## config.mk

```make
export PLATFORM = sky130hd
export DESIGN_NAME = cpu_fpu_timing
export DESIGN_NICKNAME = d
export VERILOG_FILES = /design/src/verilog/cpu_fpu_timing_pkg.sv /design/src/verilog/cpu_fpu_timing.sv
export VERILOG_INCLUDE_DIRS = /design/src /design/src/verilog
export SDC_FILE = /design/constraint.sdc
export NUM_CORES = 1
export LEC_CHECK = 0
export BUFFER_PORTS_ARGS = -buffer_cell sky130_fd_sc_hd__buf_2
export CAP_MARGIN = 15
export CORE_ASPECT_RATIO = 1.4
export CORE_UTILIZATION = 45
export DETAILED_ROUTE_END_ITERATION = 12
export PLACE_DENSITY = 0.65
export SETUP_SLACK_MARGIN = 0.3
export SLEW_MARGIN = 20
export SYNTH_ARGS = -nofsm -noshare
export SYNTH_HDL_FRONTEND = slang
export SYNTH_SLANG_ARGS = --single-unit
```

## constraint.sdc

```tcl
create_clock -name i_clk_sys -period 8.31 [get_ports i_clk_sys]
set_input_delay 0.4155 -clock i_clk_sys [delete_from_list [all_inputs] [get_ports i_clk_sys]]
set_output_delay 0.4155 -clock i_clk_sys [all_outputs]
set_load 0.01 [all_outputs]
```

## src/verilog/cpu_fpu_timing_map.svh

```systemverilog
// Timing constants for the processor and coprocessor cycle-time sequencer
`ifndef CPU_FPU_TIMING_MAP_SVH
`define CPU_FPU_TIMING_MAP_SVH

`define CLK_NS            10
`define TICK_NS           150
`define TICK_CYC          (`TICK_NS / `CLK_NS)

// Floating-point handshake phases, ns
`define FP_PREINT_NS      450
`define FP_RESYNC_NS      450
`define FP_INIT_NS        300
`define FP_DISENG_NS      300
`define FP_XFER_LOAD_NS   300
`define FP_XFER_STORE_NS  1200

// Operand address calculation per mode, ns
`define ADDR_M0_NS        0
`define ADDR_M1_NS        300
`define ADDR_M2_NS        300
`define ADDR_M3_NS        600
`define ADDR_M4_NS        300
`define ADDR_M5_NS        750
`define ADDR_M6_NS        600
`define ADDR_M7_NS        1050

// Memory cycles, ns
`define MEM_READ_HIT_NS   300
`define MEM_READ_MISS_NS  1320
`define MEM_WRITE_NS      750

// Ordinary instruction times, ns
`define BRANCH_TAKEN_NS   600
`define BRANCH_NOT_NS     300
`define LOOP_TAKEN_NS     600
`define LOOP_FALL_NS      750
`define SHIFT_REG_NS      750
`define SHIFT_MEM_NS      900
`define SHIFT_STEP_NS     150
`define ROTR_MEM_NS       1200
`define ODD_BYTE_NS       150
`define PC_DST_NS         300
`define SINGLE_REG_NS     300
`define SINGLE_MEM_NS     1200
`define SUB_RET_NS        1050
`define INT_RET_NS        1500
`define TRAP_NS           3300
`define INT_SERV_NS       2310
`define WAIT_NS           450
`define WAIT_POLL_NS      300
`define HALT_NS           1050

`endif

```

## src/verilog/cpu_fpu_timing_pkg.sv

```systemverilog
// Types for the processor and coprocessor cycle-time sequencer
package cpu_fpu_timing_pkg;

   typedef enum logic [3:0] {
      OP_SINGLE      = 4'h0,
      OP_ROTATE_R    = 4'h1,
      OP_MULTI_SHIFT = 4'h2,
      OP_BRANCH      = 4'h3,
      OP_LOOP        = 4'h4,
      OP_SUB_RETURN  = 4'h5,
      OP_INT_RETURN  = 4'h6,
      OP_TRAP        = 4'h7,
      OP_INT_SERVICE = 4'h8,
      OP_WAIT        = 4'h9,
      OP_HALT        = 4'ha,
      OP_MEM_READ    = 4'hb,
      OP_MEM_WRITE   = 4'hc,
      OP_FP          = 4'hd
   } op_kind_t;

   typedef enum logic [3:0] {
      ST_IDLE      = 4'h0,
      ST_RUN       = 4'h1,
      ST_WAIT_POLL = 4'h2,
      ST_FP_PRE    = 4'h3,
      ST_FP_ADDR   = 4'h4,
      ST_FP_WAIT   = 4'h5,
      ST_FP_RESYNC = 4'h6,
      ST_FP_INIT   = 4'h7,
      ST_FP_XFER   = 4'h8,
      ST_FP_DISENG = 4'h9
   } seq_state_t;

   typedef struct packed {
      seq_state_t  st;
      logic [15:0] timer;
      logic [15:0] elapsed;
      logic [15:0] elapsed_out;
      logic [7:0]  fp_rem;
      logic [9:0]  wait_ticks;
      logic [3:0]  div;
      logic [1:0]  bus_sync;
      logic        fp_store;
      logic [2:0]  fp_words;
      logic [7:0]  fp_exec;
      logic [2:0]  fp_mode;
      logic        done;
      logic        fpu_start;
   } seq_regs_t;

endpackage

```

## src/verilog/cpu_fpu_timing.sv

```systemverilog
// Cycle-time sequencer for ordinary and floating-point instruction execution
//////////////////////////////////////////////////////////////////////////////
`include "cpu_fpu_timing_map.svh"

// Functional notes
// RL1: Floating-point decode and register copy phase always lasts 450 ns.
// RL2: Operand transfer costs 300 ns per loaded word, 1200 ns per stored word.
// RL3: Disengage and next-instruction fetch after hand-off takes 300 ns.
// RL4: Add 450 ns resync only when the processor really stalled.
// RL5: Total time sums decode, address, wait, resync, initiation, transfer, disengage.
// RL6: Load stall is coprocessor time left after interposed work; never negative.
// RL7: Store stall is clamped leftover plus store execution minus address, clamped.
// RL8: Address calculation 0/300/300/600/300/750/600/1050 ns for modes 0 to 7.
// RL9: Coprocessor completes load in 360 ns; adds take 900 to 4140 ns.
// RL10: Cache read hit 0.30 us, read miss 1.32 us, write 0.75 us.
// RL11: Branch 0.60/0.30 us; loop decrement 0.60 branching, 0.75 falling through.
// RL12: Multi-shift 0.75 us register, 0.90 us memory, plus 0.15 us per bit.
// RL13: Rotate/shift right on memory 1.20 us, plus 0.15 us for odd byte.
// RL14: Single-operand with program counter destination adds 0.30 us.
// RL15: Simple single-operand ops take 0.30 us register, 1.20 us memory.
// RL16: Return 1.05, interrupt return 1.50, trap 3.30, interrupt service 2.31 us.
// RL17: Wait takes 0.45 us, then polls bus requests every 0.3 us; halt 1.05 us.
// RL18: Coprocessor runs on independently while ordinary instructions proceed.
// RL19: Load-class ops overlap; store-class ops finish in the coprocessor first.
// RL20: Phase durations are counted in whole 150 ns processor ticks.
module cpu_fpu_timing
   import cpu_fpu_timing_pkg::*;
#(
   parameter int CNT_W = 16
)(
   input  wire logic       i_clk_sys,
   input  wire logic       i_rst,
   input  wire logic       i_op_valid,
   output logic            o_op_ready,
   input  wire op_kind_t   i_op_kind,
   input  wire logic [2:0] i_mode,
   input  wire logic       i_odd_byte,
   input  wire logic       i_dst_pc,
   input  wire logic       i_taken,
   input  wire logic       i_cache_hit,
   input  wire logic [5:0] i_shift_count,
   input  wire logic       i_fp_store,
   input  wire logic [2:0] i_fp_words,
   input  wire logic [7:0] i_fp_exec_ticks,
   input  wire logic       i_bus_request,
   output logic            o_done,
   output logic [15:0]     o_elapsed_cyc,
   output seq_state_t      o_phase,
   output logic            o_stall,
   output logic            o_fpu_start,
   output logic            o_fpu_busy
);

   // Elapsed runs from the accepting edge to the edge that raises done,
   // so an op of D cycles reports exactly D; the floating wait check adds one
   localparam logic [15:0] TICK_CYC = 16'(`TICK_CYC);

   seq_regs_t r_q;
   seq_regs_t r_d;

   //////////////////////////////////////////////////////////////////////////////
   // Time conversions
   // Every listed time is a whole number of clock cycles and every address time a whole number of ticks, so the divisions are exact

   function automatic logic [15:0] ns_cyc(input int ns);
      ns_cyc = 16'(ns / `CLK_NS);
   endfunction

   function automatic logic [15:0] ticks_cyc(input logic [15:0] t);
      ticks_cyc = 16'(t * TICK_CYC); // RL20
   endfunction

   function automatic logic [9:0] addr_ticks(input logic [2:0] m);
      int ns;
      unique case (m) // RL8
         3'h0: ns = `ADDR_M0_NS;
         3'h1: ns = `ADDR_M1_NS;
         3'h2: ns = `ADDR_M2_NS;
         3'h3: ns = `ADDR_M3_NS;
         3'h4: ns = `ADDR_M4_NS;
         3'h5: ns = `ADDR_M5_NS;
         3'h6: ns = `ADDR_M6_NS;
         3'h7: ns = `ADDR_M7_NS;
      endcase
      addr_ticks = 10'(ns / `TICK_NS); // RL20
   endfunction

   // Duration of an ordinary instruction or memory cycle, in clock cycles
   // Register mode is mode 0; the program counter extra applies only there
   function automatic logic [15:0] op_cyc(input op_kind_t k, input logic [2:0] m, input logic odd,
                                          input logic pc, input logic tk, input logic hit,
                                          input logic [5:0] sh);
      logic [15:0] c;
      logic        reg_mode;
      reg_mode = (m == 3'h0);
      c = 16'h0000;
      unique case (k)
         OP_SINGLE:
         begin
            c = reg_mode ? ns_cyc(`SINGLE_REG_NS) : ns_cyc(`SINGLE_MEM_NS); // RL15
            if (reg_mode && pc)
               c = c + ns_cyc(`PC_DST_NS); // RL14
         end
         OP_ROTATE_R:
         begin
            if (reg_mode)
            begin
               c = ns_cyc(`SINGLE_REG_NS);
               if (pc)
                  c = c + ns_cyc(`PC_DST_NS); // RL14
            end
            else
            begin
               c = ns_cyc(`ROTR_MEM_NS); // RL13
               if (odd)
                  c = c + ns_cyc(`ODD_BYTE_NS); // RL13
            end
         end
         OP_MULTI_SHIFT:
            c = (reg_mode ? ns_cyc(`SHIFT_REG_NS) : ns_cyc(`SHIFT_MEM_NS))
                + 16'(sh * ns_cyc(`SHIFT_STEP_NS)); // RL12
         OP_BRANCH:      c = tk ? ns_cyc(`BRANCH_TAKEN_NS) : ns_cyc(`BRANCH_NOT_NS); // RL11
         OP_LOOP:        c = tk ? ns_cyc(`LOOP_TAKEN_NS) : ns_cyc(`LOOP_FALL_NS); // RL11
         OP_SUB_RETURN:  c = ns_cyc(`SUB_RET_NS); // RL16
         OP_INT_RETURN:  c = ns_cyc(`INT_RET_NS); // RL16
         OP_TRAP:        c = ns_cyc(`TRAP_NS); // RL16
         OP_INT_SERVICE: c = ns_cyc(`INT_SERV_NS); // RL16
         OP_WAIT:        c = ns_cyc(`WAIT_NS); // RL17
         OP_HALT:        c = ns_cyc(`HALT_NS); // RL17
         OP_MEM_READ:    c = hit ? ns_cyc(`MEM_READ_HIT_NS) : ns_cyc(`MEM_READ_MISS_NS); // RL10
         OP_MEM_WRITE:   c = ns_cyc(`MEM_WRITE_NS); // RL10
         default:        c = 16'h0001;
      endcase
      op_cyc = c;
   endfunction

   //////////////////////////////////////////////////////////////////////////////
   // Next state
   // One shared countdown times every phase but the floating wait; a phase ends when it reaches one,
   // so the next phase is loaded on the same edge without a dead cycle

   // Decoded once per cycle from the registered state
   logic        tick;
   logic        phase_end;
   logic [10:0] store_wait;
   logic [15:0] xfer_cyc;
   logic        bus_req_s;

   always_comb
   begin
      r_d = r_q;
      r_d.done = 1'b0;
      r_d.fpu_start = 1'b0;
      tick = (r_q.div == 4'(`TICK_CYC - 1));
      phase_end = (r_q.timer <= 16'h0001);
      bus_req_s = r_q.bus_sync[1];
      // Store stall is fixed once, at the end of decode, from what the coprocessor
      // still owes plus its own store time; it cannot grow afterwards
      store_wait = 11'(r_q.fp_rem) + 11'(r_q.fp_exec) - 11'(addr_ticks(r_q.fp_mode)); // RL7
      if (11'(r_q.fp_rem) + 11'(r_q.fp_exec) <= 11'(addr_ticks(r_q.fp_mode)))
         store_wait = 11'h000; // RL7
      xfer_cyc = r_q.fp_store ? 16'(r_q.fp_words * ns_cyc(`FP_XFER_STORE_NS))
                              : 16'(r_q.fp_words * ns_cyc(`FP_XFER_LOAD_NS)); // RL2

      // Bus request is a pin: two flops before the poll reads it
      r_d.bus_sync = {r_q.bus_sync[0], i_bus_request};
      r_d.div = tick ? 4'h0 : r_q.div + 4'h1; // RL20
      // Coprocessor keeps counting whatever the processor does
      if (tick && r_q.fp_rem != 8'h00)
         r_d.fp_rem = r_q.fp_rem - 8'h01; // RL18
      if (r_q.timer != 16'h0000)
         r_d.timer = r_q.timer - 16'h0001;
      if (r_q.st != ST_IDLE)
         r_d.elapsed = r_q.elapsed + 16'h0001; // RL5

      unique case (r_q.st)
         ST_IDLE:
         begin
            r_d.elapsed = 16'h0000;
            // Coprocessor fields are latched on acceptance and held for the
            // whole op, since the requester may change them afterwards
            if (i_op_valid)
            begin
               r_d.fp_store = i_fp_store;
               r_d.fp_words = i_fp_words;
               r_d.fp_exec = i_fp_exec_ticks;
               r_d.fp_mode = i_mode;
               if (i_op_kind == OP_FP)
               begin
                  r_d.st = ST_FP_PRE;
                  r_d.timer = ns_cyc(`FP_PREINT_NS); // RL1
               end
               else
               begin
                  r_d.st = ST_RUN;
                  r_d.timer = op_cyc(i_op_kind, i_mode, i_odd_byte, i_dst_pc, i_taken, i_cache_hit,
                                     i_shift_count);
               end
               if (i_op_kind == OP_WAIT)
                  r_d.st = ST_WAIT_POLL;
            end
         end
         // Ordinary ops only count their timer down
         ST_RUN:
            if (phase_end)
            begin
               r_d.st = ST_IDLE;
               r_d.done = 1'b1;
               r_d.elapsed_out = r_q.elapsed + 16'h0001;
            end
         // Polling keeps its rhythm until a synchronised bus request is seen
         ST_WAIT_POLL:
            if (phase_end)
            begin
               if (bus_req_s)
               begin
                  r_d.st = ST_IDLE;
                  r_d.done = 1'b1;
                  r_d.elapsed_out = r_q.elapsed + 16'h0001;
               end
               else
                  r_d.timer = ns_cyc(`WAIT_POLL_NS); // RL17
            end
         // Zero-length address phase is skipped; the wait check still costs a cycle
         ST_FP_PRE:
            if (phase_end)
            begin
               r_d.wait_ticks = 10'(store_wait);
               if (addr_ticks(r_q.fp_mode) != 10'h000)
               begin
                  r_d.st = ST_FP_ADDR;
                  r_d.timer = ticks_cyc(16'(addr_ticks(r_q.fp_mode))); // RL8
               end
               else
                  r_d.st = ST_FP_WAIT;
            end
         ST_FP_ADDR:
            if (phase_end)
               r_d.st = ST_FP_WAIT;
         ST_FP_WAIT:
         begin
            // Wait resolves on tick boundaries, so a stall may end up to one tick early;
            // resync is entered only from here, never on an unstalled op
            // Store class: stall ends when the computed wait has run out
            if (r_q.fp_store)
            begin
               if (r_q.wait_ticks == 10'h000)
               begin
                  r_d.st = ST_FP_INIT;
                  r_d.timer = ns_cyc(`FP_INIT_NS);
               end
               else if (tick)
                  r_d.wait_ticks = r_q.wait_ticks - 10'h001; // RL7 RL19
               if (r_q.wait_ticks == 10'h001 && tick)
               begin
                  r_d.st = ST_FP_RESYNC;
                  r_d.timer = ns_cyc(`FP_RESYNC_NS); // RL4
               end
            end
            // Load class: stall until the previous coprocessor op is done
            else if (r_q.fp_rem == 8'h00)
            begin
               r_d.st = ST_FP_INIT; // RL6 RL4
               r_d.timer = ns_cyc(`FP_INIT_NS);
            end
            else if (r_q.fp_rem == 8'h01 && tick)
            begin
               r_d.st = ST_FP_RESYNC; // RL6
               r_d.timer = ns_cyc(`FP_RESYNC_NS); // RL4
            end
         end
         ST_FP_RESYNC:
            if (phase_end)
            begin
               r_d.st = ST_FP_INIT;
               r_d.timer = ns_cyc(`FP_INIT_NS);
            end
         ST_FP_INIT:
            if (phase_end)
            begin
               // Coprocessor is started on the last initiation edge
               r_d.fpu_start = 1'b1;
               if (xfer_cyc != 16'h0000)
               begin
                  r_d.st = ST_FP_XFER;
                  r_d.timer = xfer_cyc; // RL2
               end
               else
               begin
                  r_d.st = ST_FP_DISENG;
                  r_d.timer = ns_cyc(`FP_DISENG_NS); // RL3
                  if (!r_q.fp_store)
                     r_d.fp_rem = r_q.fp_exec; // RL19
               end
            end
         ST_FP_XFER:
            if (phase_end)
            begin
               r_d.st = ST_FP_DISENG;
               r_d.timer = ns_cyc(`FP_DISENG_NS); // RL3
               // Load class runs on once all operands are held
               if (!r_q.fp_store)
                  r_d.fp_rem = r_q.fp_exec; // RL19 RL9
            end
         // Done and the elapsed total rise together on the last disengage edge
         ST_FP_DISENG:
            if (phase_end)
            begin
               r_d.st = ST_IDLE;
               r_d.done = 1'b1;
               r_d.elapsed_out = r_q.elapsed + 16'h0001; // RL5
            end
         default:
            r_d.st = ST_IDLE;
      endcase
   end

   //////////////////////////////////////////////////////////////////////////////
   // State register
   // Synchronous reset; the tick divider restarts at zero with everything else

   always_ff @(posedge i_clk_sys)
   begin
      if (i_rst)
      begin
         r_q <= '0;
         r_q.st <= ST_IDLE;
      end
      else
         r_q <= r_d;
   end

   // Ready and stall decode the state, busy the coprocessor count; done and data outputs come straight from flops
   assign o_op_ready    = (r_q.st == ST_IDLE);
   assign o_done        = r_q.done;
   assign o_elapsed_cyc = r_q.elapsed_out;
   assign o_phase       = r_q.st;
   assign o_stall       = (r_q.st == ST_FP_WAIT);
   assign o_fpu_start   = r_q.fpu_start;
   assign o_fpu_busy    = (r_q.fp_rem != 8'h00);

endmodule

```

## Word-level counts from Yosys, hierarchy flattened

Memory sizes are Yosys's and may differ from the RTL's. A register that Yosys moved wholly into a read port is not among the register bits.
Cells that the tools add are included.

| storage, ports and cells | value |
|---|---|
| flip-flop bits (word level) | 93 |
| memory bits (read-only) | 320 |
| word-level logic and storage cells | 169 |
| memories kept | 4 |

Memory list:

| memory | depth | bits a word | rd ports | clocked after memory_dff | wr ports | RTL line | text |
|---|---|---|---|---|---|---|---|
| (no name shown) | 8 | 10 | 1 | 1 | 0 | cpu_fpu_timing.sv:75 | `unique case (m)` |
| (no name shown) | 8 | 10 | 1 | 1 | 0 | cpu_fpu_timing.sv:75 |  |
| (no name shown) | 8 | 10 | 1 | 1 | 0 | cpu_fpu_timing.sv:75 |  |
| (no name shown) | 8 | 10 | 1 | 1 | 0 | cpu_fpu_timing.sv:75 |  |

| operators by class | value |
|---|---|
| add/sub/neg operators | 9 |
| $mul | 4 |
| divide/modulo/power cells | 4 |
| order comparisons | 2 |
| equal/unequal tests | 39 |
| muxes and demuxes | 67 |
| bitwise logic cells | 1 |
| reduce and logical (&&, ||, !) cells | 25 |

Operators with widths:

| cell | number |
|---|---|
| two-way mux 20 bit | 11 |
| one-hot mux 16 bit (12 select lines) | 1 |
| two-way mux 32 bit | 5 |
| divider 32 x 9 -> 32 bit (second input constant) | 4 |
| two-way mux 16 bit | 7 |
| one-hot mux 16 bit (7 select lines) | 1 |
| two-way mux 8 bit | 8 |
| two-way mux 10 bit | 6 |
| equality test 4 bit (second input constant) | 9 |
| one-hot mux 4 bit (9 select lines) | 1 |
| equality test 4 x 3 -> 1 bit (second input constant) | 8 |
| one-hot mux 16 bit (2 select lines) | 1 |
| nonzero test 16 bit | 2 |
| two-way mux 3 bit | 8 |
| one-hot mux 10 bit (2 select lines) | 1 |
| two-way mux 18 bit | 1 |
| inequality test 2 bit (second input constant) | 9 |
| two-way mux 17 bit | 1 |
| adder 16 x 1 -> 16 bit (second input constant) | 1 |
| equality test 4 x 2 -> 1 bit (second input constant) | 4 |
| less-or-equal comparator 16 x 1 -> 1 bit (second input constant) | 1 |
| one-hot mux 8 bit (2 select lines) | 1 |
| subtractor 16 x 1 -> 16 bit (second input constant) | 1 |
| multiplier 10 x 4 -> 14 bit (second input constant) | 1 |
| other kinds (38) | 58 |

## Longest topological paths before layout

| logic depth | value |
|---|---|
| depth in word-level cells | 13 |
| mapped depth | 21 |
| depth with buffers taken out | 21 |

## Worst setup path after synthesis

No wires, ideal clock.

| path | value |
|---|---|
| path type | flip-flop to flip-flop |
| start | register with a tool-made name |
| end | register r_q[80] in the netlist's numbering |
| library setup time | 0.132 ns |
| arrival time | 4.950 ns |
| data required time | 8.178 ns |
| setup slack | 3.228 ns |
| cell stages (with the launch flop) | 21 |
| buffers on the path | 0 |
| period minus slack after synthesis | 5.082 ns |
| cells stage by stage | dfxtp_1 -> a311o_1 -> ha_1 -> inv_1 -> a31oi_1 -> nor2_2 -> and3b_1 -> a211oi_2 -> o221ai_1 -> and2_1 -> fa_1 -> inv_1 -> fa_1 -> ha_1 -> a21o_1 -> a21oi_1 -> o21bai_1 -> a21oi_1 -> xnor2_1 -> a221oi_2 -> a21oi_1 |

RTL lines:

| element | RTL line | text |
|---|---|---|
| end signal, assigned | cpu_fpu_timing.sv:330 | `r_q <= r_d;` |
| end, declared | cpu_fpu_timing.sv:58 | `seq_regs_t r_q;` |

==> qor.yml <==
synthesis:
  syn_area_sq_um: 8630
  synth_edf_count: 0
  async_reset_ff_frac: 0
  syn_area_per_cell_sq_um: 7.83
  seq_area_frac_synth: 0.234
  syn_inst: 1102
  yosys.cell_types.count: 89
  yosysWarningCount: 0
  synth-seq-cells: 101
  synth_ff_type: "dfxtp_1"
  syn_nets: 1224
pwr:
  p_leak_nw: 3.88
  ir_worst_vdd_mv: 0.119
  power.density_nw_per_um2: 238
drt:
  drt_iter0_drc: 485
  firstDrtPassIters: 5
  wl_um: 21500
  vias_per_cell: 5.89
  drc_errors: 0
  vias: 7950
  wl_per_cell_um: 15.9
  ant_nets: 0
cts:
  cts_made_buffers: 9
  clk_latency_ps: 370
  holdBufCountCts: 0
  cts.sink_count: 101
  post_cts_resized: 0
  ctsLongestPathBuffers: 2
  cts_tree: "yes"
  h-tree-depth: 3
  cts_root_buf: "clkbuf_16"
  post_cts_buffers: 0
  clkTransAtPathRegs_ps: 80
setup_path:
  cpPeakStageDelay_ps: 600
  worstPathCellList: "a311o_1 -> ha_1 -> inv_1 -> a31oi_1 -> nor2_2 -> and3b_1 -> a211oi_2 -> o221ai_1 -> and2_1 -> fa_1 -> inv_1 -> fa_1 -> ha_1 -> a21o_1 -> a21oi_1 -> o21bai_1 -> a21oi_1 -> xnor2_1 -> a221oi_2 -> a21oi_1"
  end_kind: "register"
  crit_fanout: 20
  worstPathArrival_ps: 6170
  cp_top_family: "compound AO/OA/AOI/OAI gates"
  cp_common_cell: "a21oi_1"
  worstPathRequired_ps: 8530
  path_buf_inv: 2
  cp_slowest_cell: "a211oi_2"
  start_kind: "register"
  ff2ff_setup_slack_ps: 2370
  worstSetupPathType: "register to register"
placed_design:
  io_buffers: 57
  hpwlAfterDp_um: 16400
  gp_congestion: 0.946
  placed_area_sq_um: 8880
flow_run:
  maxCapViolations: 0
sta:
  fin_tns_setup_ps: 0
  slew_viol_final: 0
  rsz0062_at_grt: "no"
  setup_viol: 0
  fin_crit_ps: 5940
  slew_headroom: 0.299
  worst_pin_slew_ps: 1040
  min_period_over_period: 0.715
  fin_skew_ps: 11.4
  fmax_ghz: 0.168
  timing.final.hold_violations: 0
global_route:
  grt_usage: 0.219
  grt_pass1_wl_um: 35300
  grt_max_degree: 74
  gr-total-overflow: 0
  antenna_found_initial: 0
  first_global_vias: 7355
finish:
  nets: 1222
  mostFrequentLayoutCells: "nor2_1 (116), dfxtp_1 (101), nand2_1 (94)"
  n_fill_cell: 1879
  n_antenna_cell: 0
  fin_area_sq_um: 9180
  synthToLayoutAreaGrowth_pct: 6.35
  layout-drive-gt1-share: 0.0968
  layout_commonest_cell: "nor2_1"
floorplanning:
  floorplan.initialDensity: 0.462
  die_area_sq_um: 19700
  core_sq_um: 18700
  io_pins: 58
  die_y_um: 166
  die_w_um: 119
  rows: 59
min_path:
  hold_class: "input pin to register"
run_status:
  outcome: "finished clean"
## routing by layer
metal | wire [um] | up-vias | global-route usage
met1 | 8950 | 3770 | 0.254
met5 | 0 | - | 0
met3 | 762 | 42 | 0.0227
li1 | - | 3951 | -
met4 | 720 | 0 | 0.102
met2 | 11100 | 187 | 0.399
## synth_stat cells (all sizes together) (6+ instances only)
cell type,instances,area (sq um)
a211o,7,61.3
a211oi,30,235
a21boi,6,45.0
a21o,16,120
a21oi,76,384
a31oi,15,93.8
and2,8,50.1
and3,10,62.6
buf,36,231
clkbuf,38,143
dfxtp,101,2020
fa,18,360
ha,71,888
inv,65,244
mux2i,14,140
nand2,95,364
nand2b,15,93.8
nand3,27,135
nand3b,8,60.1
nand4,11,68.8
nor2,117,442
nor2b,12,75.1
nor3,29,150
nor4,18,119
o211ai,7,52.6
o21a,10,75.1
o21ai,48,240
o21bai,8,60.1
o221ai,7,61.3
o22ai,7,43.8
o31ai,6,45.0
or2,7,43.8
or3,13,86.3
xnor2,29,254
xor2,26,228
## where the power goes
part	total [mW]	switching [mW]	internal (mW)
logic	1.10	0.664	0.432
registers	0.652	0.0936	0.558
clock network	0.433	0.219	0.214
total	2.18	0.977	1.20
## worst paths after layout
path | from | endpoint | depth (start not counted)
min reg2reg | r_d[18] | bus_req_s | 1
max reg2reg | register | r_q[80] | 20
max | register | r_q[80] | 20
min | i_bus_request | r_d[18] | 2
## layout make-up
class / count / area, sq um / share of cell area
multi-input cells: 862 / 5990 / 0.653
inverters: 65 / 244 / 0.0266
flip-flops and latches: 101 / 2020 / 0.220
clock inverters: 7 / 76.3 / 0.00832
repair buffers: 61 / 315 / 0.0344
well taps: 244 / 305 / 0.0333
clock buffers: 9 / 225 / 0.0245
## metrics by stage
stage | hold slack, ps | total power, mW | util | instances | setup WS, ps
finish | 263 | 2.18 | 0.491 | 1349 | 2370
global route | 286 | 2.34 | 0.491 | 1349 | 1910
CTS | 263 | 2.19 | 0.491 | 1349 | 2360
detailed placement | 430 | 1.75 | 0.475 | 1333 | 2380
global placement | 431 | 1.74 | 0.475 | 1333 | 2510
floorplan | 414 | 1.52 | - | 1102 | 3230
## registers in the layout (all words and copies together) (netlist names), named ones only
name,flops
o_fpu_start,1
o_phase,4
o_done,1
r_d,1
o_elapsed_cyc,16
r_q,69
bus_req_s,1
## cell families after synthesis
group,Yosys count,synth area share
simple gates,403,0.237
compound gates,297,0.235
buf+inv,139,0.0716
flops,101,0.234
fa+ha+maj,89,0.145
xor+xnor,55,0.0558
mux,18,0.0215
(Power assumes the default switching activity.)
